**src/sptc_pkg.sv**
```systemverilog
// package: shared types and constants of the sample period trigger controller
package sptc_pkg;

  // ----------------------------------------------------------------
  // register map (byte addresses)
  // ----------------------------------------------------------------
  localparam logic [11:0] SPTC_CTRL_OFS   = 12'h000;
  localparam logic [11:0] SPTC_THRESH_OFS = 12'h004;
  localparam logic [11:0] SPTC_PERIOD_OFS = 12'h008;
  localparam logic [11:0] SPTC_STATUS_OFS = 12'h00C;
  localparam logic [11:0] SPTC_COUNT_OFS  = 12'h010;

  // ----------------------------------------------------------------
  // control field positions
  // ----------------------------------------------------------------
  localparam int SPTC_CTRL_MODE_LSB   = 0;
  localparam int SPTC_CTRL_OUT_BIT    = 2;
  localparam int SPTC_CTRL_FILT_LSB   = 4;
  localparam int SPTC_CTRL_AUTO_BIT   = 6;
  localparam int SPTC_CTRL_ENA_BIT    = 7;

  // ----------------------------------------------------------------
  // reset values
  // ----------------------------------------------------------------
  // threshold in signed whole dBm, one lsb per dB
  localparam logic signed [7:0] SPTC_THRESH_RST = -8'sd15;
  localparam logic [31:0] SPTC_PERIOD_RST     = 32'h0000_0400;
  localparam logic [7:0]  SPTC_AUTO_LEVEL     = 8'hC4;
  localparam logic [31:0] SPTC_BAD_RDATA      = 32'h0000_0000;

  typedef enum logic [1:0] {SPTC_TRIG_FREE, SPTC_TRIG_INT, SPTC_TRIG_RISE,
                            SPTC_TRIG_FALL} sptc_trig_mode_t;
  typedef enum logic [1:0] {SPTC_FILT_CW, SPTC_FILT_1M5, SPTC_FILT_5M,
                            SPTC_FILT_OFF} sptc_filt_t;

  typedef struct packed {
    logic            enable;
    logic            auto_level;
    sptc_filt_t      filt;
    logic            spare;
    logic            out_trig;
    sptc_trig_mode_t mode;
  } sptc_ctrl_t;

  localparam sptc_ctrl_t SPTC_CTRL_RST = '{enable: 1'b0, auto_level: 1'b0,
    filt: SPTC_FILT_OFF, spare: 1'b0, out_trig: 1'b1, mode: SPTC_TRIG_FREE};

endpackage

```
**src/sptc_sync.sv**
```systemverilog
// module: three-stage pin synchroniser with agreement filter
module sptc_sync
  import sptc_pkg::*;
(
  input  wire logic pclk,
  input  wire logic presetn,
  input  wire logic pin,
  output logic      level
);

  logic [2:0] sync_reg;
  logic       level_reg;
  wire        agree = (sync_reg[2] == sync_reg[1]);

  // sync_reg[0] is read only by sync_reg[1]
  always_ff @(posedge pclk or negedge presetn)
  begin
    if (!presetn)
    begin
      sync_reg  <= 3'h0;
      level_reg <= 1'b0;
    end
    else
    begin
      sync_reg  <= {sync_reg[1:0], pin};
      if (agree)
        level_reg <= sync_reg[2];
    end
  end

  assign level = level_reg;

endmodule

```
**src/sptc_edge.sv**
```systemverilog
// module: single-cycle edge detector on a synchronised level
module sptc_edge
  import sptc_pkg::*;
(
  input  wire logic pclk,
  input  wire logic presetn,
  input  wire logic level,
  output logic      rise,
  output logic      fall
);

  logic prev_reg;

  always_ff @(posedge pclk or negedge presetn)
  begin
    if (!presetn)
      prev_reg <= 1'b0;
    else
      prev_reg <= level;
  end

  assign rise = level & ~prev_reg;
  assign fall = ~level & prev_reg;

endmodule

```
**src/sptc_top.sv**
```systemverilog
// module: sample period trigger controller with APB register slave
//
// Overview of operation
// (RULE_01) free mode: next period starts right after previous data packet is sent
// (RULE_02) internal mode: after period ends, wait for qualifying RF to start next
// (RULE_03) external rise mode: period starts on low-to-high trigger input edge
// (RULE_04) external fall mode: period starts on high-to-low trigger input edge
// (RULE_05) triggers arriving during an active period are discarded entirely
// (RULE_06) combined output is inverted video or trigger falling at pulse start
// (RULE_07) video output path bypasses analysis and filtering stages
// (RULE_08) settable threshold in 1 dB steps, -15 dBm after reset
// (RULE_09) settable threshold fires only on rising crossing of the level
// (RULE_10) automatic level variant triggers on rising edge of significant RF
// (RULE_11) filter select: CW, 1.5 MHz, 5 MHz or off for widest bandwidth
// (RULE_12) external trigger synchronised before edge detection, one pulse per edge
//
// The implementer's own choices: the APB register port and the register offsets.
module sptc_top
  import sptc_pkg::*;
#(
  parameter int DET_W = 8
)
(
  input  wire logic              pclk,
  input  wire logic              presetn,
  input  wire logic              psel,
  input  wire logic              penable,
  input  wire logic              pwrite,
  input  wire logic [11:0]       paddr,
  input  wire logic [31:0]       pwdata,
  input  wire logic [3:0]        pstrb,
  output logic      [31:0]       prdata,
  output logic                   pready,
  output logic                   pslverr,
  input  wire logic              trig_in,
  input  wire logic signed [DET_W-1:0] det_level,
  input  wire logic [DET_W-1:0]  video_raw,
  input  wire logic [DET_W-1:0]  video_filt,
  input  wire logic              pkt_done,
  output logic                   period_active,
  output logic                   period_start,
  output logic      [DET_W-1:0]  out_video,
  output logic                   out_trig,
  output logic                   out_is_video,
  output sptc_filt_t             filt_sel
);

  // ----------------------------------------------------------------
  // apb decode
  // ----------------------------------------------------------------
  sptc_ctrl_t        ctrl_reg;
  logic signed [7:0] thresh_reg;
  logic [31:0]       period_reg;
  logic [31:0]       count_reg;
  logic [31:0]       starts_reg;
  logic [31:0]       prdata_reg;

  wire acc      = psel & penable;
  wire wr       = acc & pwrite;
  wire hit_ctrl = (paddr == SPTC_CTRL_OFS);
  wire hit_thr  = (paddr == SPTC_THRESH_OFS);
  wire hit_per  = (paddr == SPTC_PERIOD_OFS);
  wire hit_sts  = (paddr == SPTC_STATUS_OFS);
  wire hit_cnt  = (paddr == SPTC_COUNT_OFS);
  wire mapped   = hit_ctrl | hit_thr | hit_per | hit_sts | hit_cnt;
  wire ro_hit   = hit_sts | hit_cnt;

  assign pready  = 1'b1;
  assign pslverr = acc & (~mapped | (pwrite & ro_hit));

  // read mux kept combinational, then registered for stable data
  logic [31:0] rd_mux;
  always_comb
  begin
    rd_mux = SPTC_BAD_RDATA;
    if (hit_ctrl)
      rd_mux = {24'h0, ctrl_reg};
    else if (hit_thr)
      rd_mux = {{24{thresh_reg[7]}}, thresh_reg};
    else if (hit_per)
      rd_mux = period_reg;
    else if (hit_sts)
      rd_mux = {30'h0, out_trig, period_active};
    else if (hit_cnt)
      rd_mux = starts_reg;
  end

  always_ff @(posedge pclk or negedge presetn)
  begin
    if (!presetn)
      prdata_reg <= 32'h0000_0000;
    else if (psel & ~penable & ~pwrite)
      prdata_reg <= rd_mux;
  end
  assign prdata = prdata_reg;

  // ----------------------------------------------------------------
  // configuration registers
  // ----------------------------------------------------------------
  always_ff @(posedge pclk or negedge presetn)
  begin
    if (!presetn)
    begin
      ctrl_reg   <= SPTC_CTRL_RST;
      thresh_reg <= SPTC_THRESH_RST;  // see RULE_08
      period_reg <= SPTC_PERIOD_RST;
    end
    else if (wr & pstrb[0])
    begin
      if (hit_ctrl)
        ctrl_reg <= sptc_ctrl_t'({pwdata[7:4], 1'b0, pwdata[2:0]});  // see RULE_11
      if (hit_thr)
        thresh_reg <= signed'(pwdata[7:0]);  // see RULE_08
      if (hit_per)
        period_reg <= pwdata;
    end
  end

  // ----------------------------------------------------------------
  // trigger sources
  // ----------------------------------------------------------------
  logic ext_lvl;
  logic ext_rise;
  logic ext_fall;

  sptc_sync u_sync (
    .pclk    (pclk),
    .presetn (presetn),
    .pin     (trig_in),
    .level   (ext_lvl)
  );  // see RULE_12

  sptc_edge u_edge (
    .pclk    (pclk),
    .presetn (presetn),
    .level   (ext_lvl),
    .rise    (ext_rise),
    .fall    (ext_fall)
  );  // see RULE_12

  // rf above level, registered; rising crossing only
  logic              rf_above_reg;
  logic signed [7:0] lvl_use;
  assign lvl_use = ctrl_reg.auto_level ? signed'(SPTC_AUTO_LEVEL) : thresh_reg;  // see RULE_10
  wire rf_above = (det_level >= DET_W'(lvl_use));
  wire rf_rise  = rf_above & ~rf_above_reg;  // see RULE_09

  always_ff @(posedge pclk or negedge presetn)
  begin
    if (!presetn)
      rf_above_reg <= 1'b1;  // no false trigger straight out of reset
    else
      rf_above_reg <= rf_above;
  end

  // ----------------------------------------------------------------
  // period sequencer
  // ----------------------------------------------------------------
  typedef enum logic [1:0] {SPTC_IDLE, SPTC_RUN, SPTC_SEND} sptc_state_t;
  sptc_state_t state_reg;
  sptc_state_t state_next;

  logic start_cond;
  always_comb
  begin
    unique case (ctrl_reg.mode)
      SPTC_TRIG_FREE: start_cond = 1'b1;  // see RULE_01
      SPTC_TRIG_INT:  start_cond = rf_rise;  // see RULE_02
      SPTC_TRIG_RISE: start_cond = ext_rise;  // see RULE_03
      SPTC_TRIG_FALL: start_cond = ext_fall;  // see RULE_04
    endcase
  end

  wire period_end = (count_reg >= period_reg);

  always_comb
  begin
    state_next = state_reg;
    unique case (state_reg)
      SPTC_IDLE:
        if (ctrl_reg.enable & start_cond)
          state_next = SPTC_RUN;
      // triggers in run or send are never looked at
      SPTC_RUN:
        if (period_end)
          state_next = SPTC_SEND;  // see RULE_05
      SPTC_SEND:
        if (pkt_done)
          state_next = SPTC_IDLE;
    endcase
  end

  assign period_start = (state_reg == SPTC_IDLE) & (state_next == SPTC_RUN);

  always_ff @(posedge pclk or negedge presetn)
  begin
    if (!presetn)
    begin
      state_reg  <= SPTC_IDLE;
      count_reg  <= 32'h0000_0000;
      starts_reg <= 32'h0000_0000;
    end
    else
    begin
      state_reg <= state_next;
      if (period_start)
      begin
        count_reg  <= 32'h0000_0001;
        starts_reg <= starts_reg + 32'h0000_0001;
      end
      else if (state_reg == SPTC_RUN)
        count_reg <= count_reg + 32'h0000_0001;
    end
  end

  assign period_active = (state_reg != SPTC_IDLE);

  // ----------------------------------------------------------------
  // combined output and filter
  // ----------------------------------------------------------------
  logic [DET_W-1:0] out_video_reg;
  logic             out_trig_reg;

  always_ff @(posedge pclk or negedge presetn)
  begin
    if (!presetn)
    begin
      out_video_reg <= '0;
      out_trig_reg  <= 1'b1;
    end
    else
    begin
      // raw path, not the filtered one, for widest bandwidth
      out_video_reg <= ctrl_reg.out_trig ? '0 : ~video_raw;  // see RULE_06, see RULE_07
      // low while the pulse is present, so falling edge marks its start
      out_trig_reg  <= ctrl_reg.out_trig ? ~rf_above : 1'b1;  // see RULE_06
    end
  end

  assign out_video    = out_video_reg;
  assign out_trig     = out_trig_reg;
  assign out_is_video = ~ctrl_reg.out_trig;
  assign filt_sel     = ctrl_reg.filt;  // see RULE_11

  // ----------------------------------------------------------------
  // checks
  // ----------------------------------------------------------------
  property p_free_start;
    @(posedge pclk) disable iff (!presetn)
    (state_reg == SPTC_SEND && pkt_done && ctrl_reg.mode == SPTC_TRIG_FREE
     && ctrl_reg.enable) |=> ##1 period_active;
  endproperty
  a_free_start: assert property (p_free_start) else $error("free run gap"); // see RULE_01

  property p_int_wait;
    @(posedge pclk) disable iff (!presetn)
    (period_start && ctrl_reg.mode == SPTC_TRIG_INT) |-> rf_rise;
  endproperty
  a_int_wait: assert property (p_int_wait) else $error("internal start without rf"); // see RULE_02

  property p_rise_start;
    @(posedge pclk) disable iff (!presetn)
    (period_start && ctrl_reg.mode == SPTC_TRIG_RISE) |-> ext_lvl && !$past(ext_lvl);
  endproperty
  a_rise_start: assert property (p_rise_start) else $error("rise start bad"); // see RULE_03

  property p_fall_start;
    @(posedge pclk) disable iff (!presetn)
    (period_start && ctrl_reg.mode == SPTC_TRIG_FALL) |-> !ext_lvl && $past(ext_lvl);
  endproperty
  a_fall_start: assert property (p_fall_start) else $error("fall start bad"); // see RULE_04

  property p_ignore_busy;
    @(posedge pclk) disable iff (!presetn)
    (state_reg == SPTC_RUN && !period_end) |=> state_reg == SPTC_RUN;
  endproperty
  a_ignore_busy: assert property (p_ignore_busy) else $error("period cut short"); // see RULE_05

  property p_video_out;
    @(posedge pclk) disable iff (!presetn)
    (!ctrl_reg.out_trig ##1 !$past(ctrl_reg.out_trig)) |-> out_video == ~$past(video_raw);
  endproperty
  a_video_out: assert property (p_video_out) else $error("video not raw inverted"); // see RULE_07

  property p_trig_out;
    @(posedge pclk) disable iff (!presetn)
    (ctrl_reg.out_trig && rf_rise) |=> !out_trig;
  endproperty
  a_trig_out: assert property (p_trig_out) else $error("trigger out not low"); // see RULE_06

  property p_rf_rising;
    @(posedge pclk) disable iff (!presetn)
    rf_rise |-> !$past(rf_above);
  endproperty
  a_rf_rising: assert property (p_rf_rising) else $error("rf trigger not rising"); // see RULE_09

  property p_sync_one;
    @(posedge pclk) disable iff (!presetn)
    ext_rise |=> !ext_rise;
  endproperty
  a_sync_one: assert property (p_sync_one) else $error("double edge pulse"); // see RULE_12

  property p_run_end;
    @(posedge pclk) disable iff (!presetn)
    (state_reg == SPTC_RUN && period_end) |=> state_reg == SPTC_SEND;
  endproperty
  a_run_end: assert property (p_run_end) else $error("period overran"); // see RULE_01

  property p_send_hold;
    @(posedge pclk) disable iff (!presetn)
    (state_reg == SPTC_SEND && !pkt_done) |=> state_reg == SPTC_SEND;
  endproperty
  a_send_hold: assert property (p_send_hold) else $error("left send early"); // see RULE_01

  property p_busy_no_start;
    @(posedge pclk) disable iff (!presetn)
    period_active |-> !period_start;
  endproperty
  a_busy_no_start: assert property (p_busy_no_start) else $error("start while busy"); // see RULE_05

  property p_thresh_step;
    @(posedge pclk) disable iff (!presetn)
    (wr && hit_thr && pstrb[0]) |=> thresh_reg == signed'($past(pwdata[7:0]));
  endproperty
  a_thresh_step: assert property (p_thresh_step) else $error("threshold not stored"); // see RULE_08

  property p_auto_level;
    @(posedge pclk) disable iff (!presetn)
    (ctrl_reg.auto_level && rf_rise) |-> det_level >= DET_W'(signed'(SPTC_AUTO_LEVEL));
  endproperty
  a_auto_level: assert property (p_auto_level) else $error("auto trigger too low"); // see RULE_10

  property p_trig_idle;
    @(posedge pclk) disable iff (!presetn)
    (ctrl_reg.out_trig && !rf_above) |=> out_trig;
  endproperty
  a_trig_idle: assert property (p_trig_idle) else $error("trigger out not idle"); // see RULE_06

  property p_filt_write;
    @(posedge pclk) disable iff (!presetn)
    (wr && hit_ctrl && pstrb[0]) |=> filt_sel == sptc_filt_t'($past(pwdata[5:4]));
  endproperty
  a_filt_write: assert property (p_filt_write) else $error("filter not stored"); // see RULE_11

  property p_fall_one;
    @(posedge pclk) disable iff (!presetn)
    ext_fall |=> !ext_fall;
  endproperty
  a_fall_one: assert property (p_fall_one) else $error("double fall pulse"); // see RULE_12

endmodule

```
**config.mk**
```make
export PLATFORM = sky130hd
export DESIGN_NAME = sptc_top
export DESIGN_NICKNAME = d
export VERILOG_FILES = /design/src/sptc_pkg.sv /design/src/sptc_sync.sv /design/src/sptc_edge.sv /design/src/sptc_top.sv
export SDC_FILE = /design/constraint.sdc
export NUM_CORES = 1
export LEC_CHECK = 0
export BUFFER_PORTS_ARGS = -buffer_cell sky130_fd_sc_hd__buf_4
export CAP_MARGIN = 20
export CORE_MARGIN = 4
export CORE_UTILIZATION = 45
export CTS_BUF_LIST = sky130_fd_sc_hd__clkbuf_4 sky130_fd_sc_hd__clkbuf_8 sky130_fd_sc_hd__clkbuf_16
export CTS_CLUSTER_SIZE = 40
export DETAILED_ROUTE_END_ITERATION = 10
export PLACE_DENSITY = 0.66
export SYNTH_ARGS = -nofsm -noshare
export SYNTH_HDL_FRONTEND = slang
export SYNTH_SLANG_ARGS = --single-unit
export TNS_END_PERCENT = 50
```
**constraint.sdc**
```tcl
create_clock -name pclk -period 4.5 [get_ports pclk]
set_clock_uncertainty 0.1 [all_clocks]
set_input_delay 0.45 -clock pclk [delete_from_list [all_inputs] [get_ports pclk]]
set_output_delay 0.45 -clock pclk [all_outputs]
set_load 0.02 [all_outputs]
```
# --- After elaboration in Yosys (flattened, before gate mapping) ---
# Index checks and enable logic that the tools add are counted.
# Widths: inputs -> output; s select.
classes:
  add_sub_neg: 2
  order_cmp: 2
  eq_ne: 11
  n_mux: 15
  bitwise_logic: 27
  reduce_logical: 8
ops:
  columns: ["cell", "n"]
  rows:
  - ["$mux 32", 7]
  - ["$add 32x1->32 const B", 2]
  - ["$ge 32x32->1", 1]
  - ["$eq 12x4->1 const B", 2]
  - ["$mux 8", 2]
  - ["$and 1x1->1", 12]
  - ["$eq 12x3->1 const B", 1]
  - ["$eq 12x5->1 const B", 1]
  - ["$logic_not 12->1", 1]
  - ["$ge 8x8->1", 1]
  - ["$not 1->1", 8]
  - ["$not 8->8", 1]
  - ["$eq 2x1->1 const B", 3]
  - ["$eq 2x2->1 const B", 3]
  - ["$mux 2", 3]
  - ["$or 1x1->1", 6]
  - ["$pmux 2 s3", 1]
  - ["$reduce_and 2->1", 3]
  - ["$logic_not 2->1", 2]
  - ["$pmux 1 s4", 1]
  - ["$reduce_bool 2->1", 2]
  - ["$eq 1x1->1", 1]
  - ["$mux 1", 1]
totals:
  reg_bits: 160
  in_bits: 79
  out_inout_bits: 48

# --- Logic depth before layout (Yosys ltp) ---
logic_depth:
  word_depth: 10
  ltp_mapped: 12
  mapped_depth_nobuf: 10

# --- Modules after synthesis ---
# A second synthesis with hierarchy kept.
hier_totals:
  hier_cells: 829
  area_unflattened_um2: 8290.5
by_module_without_submodules:
  columns: ["module", "n_inst", "cells_each", "area_each_um2"]
  rows:
  - ["sptc_top", 1, 821, 8139.1]
  - ["sptc_sync", 1, 5, 111.4]
  - ["sptc_edge", 1, 3, 40.0]

# --- Worst setup path before layout ---
# OpenSTA, ideal clock, no wires.
synth_path:
  kind: "flip-flop to output port"
  start: "register ctrl_reg[6] (netlist name)"
  end: "output period_start"
  arrival_ns: 2.521
  setup_slack_ns: 1.429
  path_stages_with_launch: 12
  n_path_buf: 3
  cell_sequence: "dfrtp_1 clkbuf_1 nand2b_1 ha_1 a211oi_1 a2bb2oi_1 nand4_1 a31oi_4 o2111ai_1 nor2_2 buf_4 buf_2"
synth_via:
  elab_chain_cells: 9
synth_rtl:
  columns: ["element", "line", "text"]
  rows:
  - ["from (decl)", "sptc_top.sv:51", "sptc_ctrl_t ctrl_reg;"]
  - ["from (signal assigned)", "sptc_top.sv:111", "ctrl_reg <= sptc_ctrl_t'({pwdata[7:4], 1'b0, pwdata[2:0]});"]
  - ["$mux 8", "sptc_top.sv:144", "assign lvl_use = ctrl_reg.auto_level ? signed'(SPTC_AUTO_LEVEL) : thresh_reg;"]
  - ["$ge 8x8->1", "sptc_top.sv:145", "wire rf_above = (det_level >= DET_W'(lvl_use));"]
  - ["$and 1x1->1", "sptc_top.sv:146", "wire rf_rise = rf_above & ~rf_above_reg;"]
  - ["$pmux 1 s4", "sptc_top.sv:166", "unique case (ctrl_reg.mode)"]
  - ["$and 1x1->1", "sptc_top.sv:181", "if (ctrl_reg.enable & start_cond)"]
  - ["$mux 2", "sptc_top.sv:181", null]
  - ["$pmux 2 s3", "sptc_top.sv:179", "unique case (state_reg)"]
  - ["$eq 2x1->1", "sptc_top.sv:193", "assign period_start = (state_reg == SPTC_IDLE) & (state_next == SPTC_RUN);"]
  - ["$and 1x1->1", "sptc_top.sv:193", null]
  - ["to (decl)", "sptc_top.sv:41", "output logic period_start,"]
# Every way passes these cells.

# --- Final worst setup path ---
# Ends and elaborated chain as after synthesis.

==> impl_metrics.toml <==
[sta]
timing.fmax_ghz = 0.274
grt_setup_unrepaired = "false"
timing.final.hold_violations = 0
slew_violations = 0
fin_hold_ws_ps = 37.0
timing.final.crit_period_ps = 3640
finalSetupTns_ps = 0
worstMarginPinSlew_ps = 985
final_min_period_over_clock_period_pct = 81.0
final-setup-viol-count = 0
worst_slew_margin_rel_pct = 34.4

[floorplanning]
boundaryPins = 127
core_sq_um = 17400
initial_core_util_pct = 46.3
fp-row-count = 48
die-width_microns = 142
floorplan.die_area_sq_um = 20100
die_height_microns = 142

[finish]
final_instance_count_without_filler_cells = 1148
final.fill_count = 1553
multi_input_comb_area_sq_um = 3710
post_route_cells_drive_above_1_share_pct = 21.7
num_antenna_cells = 0
finalCoreUtilization_pct = 55.8
final_design_area_no_fill_sq_um = 9720
area.growth.synth_to_final_pct = 20.7
fin_nets = 1034
ff_latch_area_sq_um = 4020

[power_and_ir_drop]
power.share.switching_pct = 24.9
power_frac_clock_pct = 42.2
p_int_w = 0.00261
power.ir.vdd_worst_uv = 265
seq_power_share_pct = 44.6
net_sw_power_w = 0.000866
power_leakage_nw = 4.47
power_density_nw_per_um2 = 357
power.share.combinational_pct = 13.1

[global_routing]
global_route.overflow_total = 0
antenna_found_initial = 0
grt_pass1_vias = 5992
grt_pass1_wl_mm = 31.4
groute.usage.overall_pct = 19.8
largest_net_degree_at_the_start_of_global_routing = 86

[worst_setup_path]
regToRegStartpoint = "ctrl_reg[6]"
critical_path.reg2reg.endpoint = "starts_reg[1]"
timing.setup.critical_path_class = "flop to primary output"
worstPathCellList = "nand2b_1 -> ha_1 -> a211oi_1 -> a2bb2oi_1 -> nand4_1 -> a31oi_4 -> o2111ai_1 -> nor2_4 -> buf_4"
timing.reg2reg.worst_path_depth = 10
cp.arrival_ps = 3090
critPathLaunch = "ctrl_reg[6]"
critPathSlowestCell = "sky130_fd_sc_hd__dfrtp_1"
cpPeakStageDelay_ps = 480
crit_end = "period_start"
critPathCaptureType = "primary output"
critical_path_startpoint_category = "flop"
reg2reg_setup_slack_ps = 1140
cp_max_fo = 10
data_required_time_of_the_worst_path_ps = 3950

[cts]
htree_num_levels = 4
number_of_setup_buffers_added_after_cts = 0
clock_sink_count = 160
cts_root_buffer = "sky130_fd_sc_hd__clkbuf_16"
postCtsResizedCells = 0
clk-insertion-delay-late_ps = 420
number_of_buffers_inserted_during_clock_tree_synthesis = 17
cts_buffer_depth = 2
cts_tree = "yes"
cts_hold_buffers = 1
cts.reportedPaths.clkPinSlew_ps = 60

[flow_run]
cap_violations = 0

[placed_design]
post_dp_cell_area_sq_um = 9100
io_buffers = 114
place_inst = 1115
gp_congestion = 0.824
dp.final_hpwl_mm = 14.3

[routing]
antenna_violating_nets_post_route = 0
route.detailed.drc = 0
routed_wirelength_mm = 19.2
dr_total_vias = 6177
wl_per_cell_microns = 16.7
drt-initial-drc-count = 454
detailedRoute.firstPassIterationCount = 6
via_per_inst = 5.38

[logic_synthesis]
synthFlopType = "sky130_fd_sc_hd__dfrtp_1"
synth.top_cell.area_share_pct = 46.3
synth.net_count = 930
yosys.cell_types.count = 58
flip_flop_and_latch_count_after_synthesis = 160
asyncSetResetFlopFracSynth_pct = 100
ys_seq_area_share_pct = 49.9
synth_area_leaders = "sky130_fd_sc_hd__dfrtp_1 (46%), sky130_fd_sc_hd__ha_1 (7.0%), sky130_fd_sc_hd__nor2_1 (4.5%)"
syn-instance-count = 806
post_synth_edffs = 0
synth.top_cells.by_count = "sky130_fd_sc_hd__dfrtp_1 (149), sky130_fd_sc_hd__nor2_1 (97), sky130_fd_sc_hd__nand2_1 (79)"
synth_area_per_cell_sq_um = 9.99
yosys.area.top_type = "sky130_fd_sc_hd__dfrtp_1"
syn_area_sq_um = 8060
ys_warn_count = 0
yosysMostFrequentCell = "sky130_fd_sc_hd__dfrtp_1"

[outcome]
outcome = "completed"

[hold_path]
holdCritPathClass = "input port to flop"
## metrics by stage
stage	setup WS, ps	power (W)
after floorplan	1430	0.00180
after global placement	1150	0.00203
after detailed placement	1160	0.00204
after CTS	821	0.00351
after global routing	649	0.00362
final	857	0.00347
## worst min path at each step
stage,slack (ps),end,cells after the start,from
2_1_floorplan,50,count_reg[0],0,presetn
3_3_place_gp,230,u_sync.sync_reg[1],0,u_sync.sync_reg[0]
3_5_place_dp,250,u_sync.sync_reg[1],0,u_sync.sync_reg[0]
4_1_cts,20,u_sync.sync_reg[0],1,trig_in
5_1_grt,20,u_sync.sync_reg[0],1,trig_in
6_report,40,u_sync.sync_reg[0],1,trig_in
## layer usage
layer	routed length (microns)	vias to the layer above	global-route usage, %	share of wire (%)
li1	-	3027	-	-
met1	8850	2994	28.1	46
met2	9050	136	30.5	47
met3	952	20	4.11	5.0
met4	343	0	6.21	1.8
met5	0	-	0	0
## worst max-delay path: cells and delay by family, from the launching register on
| family | cells | cell delay [ps] |
|---|---|---|
| adders and majority gates | 1 | 290 |
| AOI/OAI and AO/OA | 4 | 1030 |
| DFF | 1 | 480 |
| buffers and inverters | 1 | 190 |
| and+or+nand+nor | 3 | 690 |
## cell families (layout without fill, tap and decap cells)
logic type	Yosys count	in the layout	share of synthesized area, %
simple gates	285	285	17.1
flops	160	160	49.9
compound gates	151	151	12.3
xor+xnor	62	62	6.74
mux	18	18	2.50
buf+inv	83	200	4.32
other cells	1	1	0.0466
fa+ha+maj	46	46	7.11
## power groups by stage
stage                     clock network [W]  registers (W)  logic, W
after floorplan                           0        0.00163  0.000175
after global placement                    0        0.00158  0.000456
after detailed placement                  0        0.00158  0.000461
after CTS                           0.00150        0.00155  0.000464
after global routing                0.00156        0.00156  0.000502
final                               0.00147        0.00155  0.000457
## final cells by class
class                      count  share of cell area [%]
clock buffer                  21                    4.81
clock inverter                11                    1.42
inverter                      44                    1.70
multi-input combinational    563                    38.2
sequential                   160                    41.3
tap                          225                    2.90
timing repair buffer         124                    9.64
## cells in the final DEF (no fill, tap or decap), types with 19 or more instances in the layout
cell type | netlist | final
sky130_fd_sc_hd__and3_1 | 22 | 22
sky130_fd_sc_hd__o21ai_0 | 44 | 44
sky130_fd_sc_hd__nand3_1 | 19 | 19
sky130_fd_sc_hd__buf_4 | 5 | 122
sky130_fd_sc_hd__a221oi_1 | 27 | 27
sky130_fd_sc_hd__inv_1 | 44 | 44
sky130_fd_sc_hd__dfrtp_1 | 149 | 149
sky130_fd_sc_hd__xor2_1 | 36 | 36
sky130_fd_sc_hd__xnor2_1 | 26 | 26
sky130_fd_sc_hd__ha_1 | 45 | 45
sky130_fd_sc_hd__nand2_1 | 79 | 79
sky130_fd_sc_hd__nor2_1 | 97 | 97
sky130_fd_sc_hd__a21oi_1 | 42 | 42
Note: power is estimated with default switching activity, not from simulation.
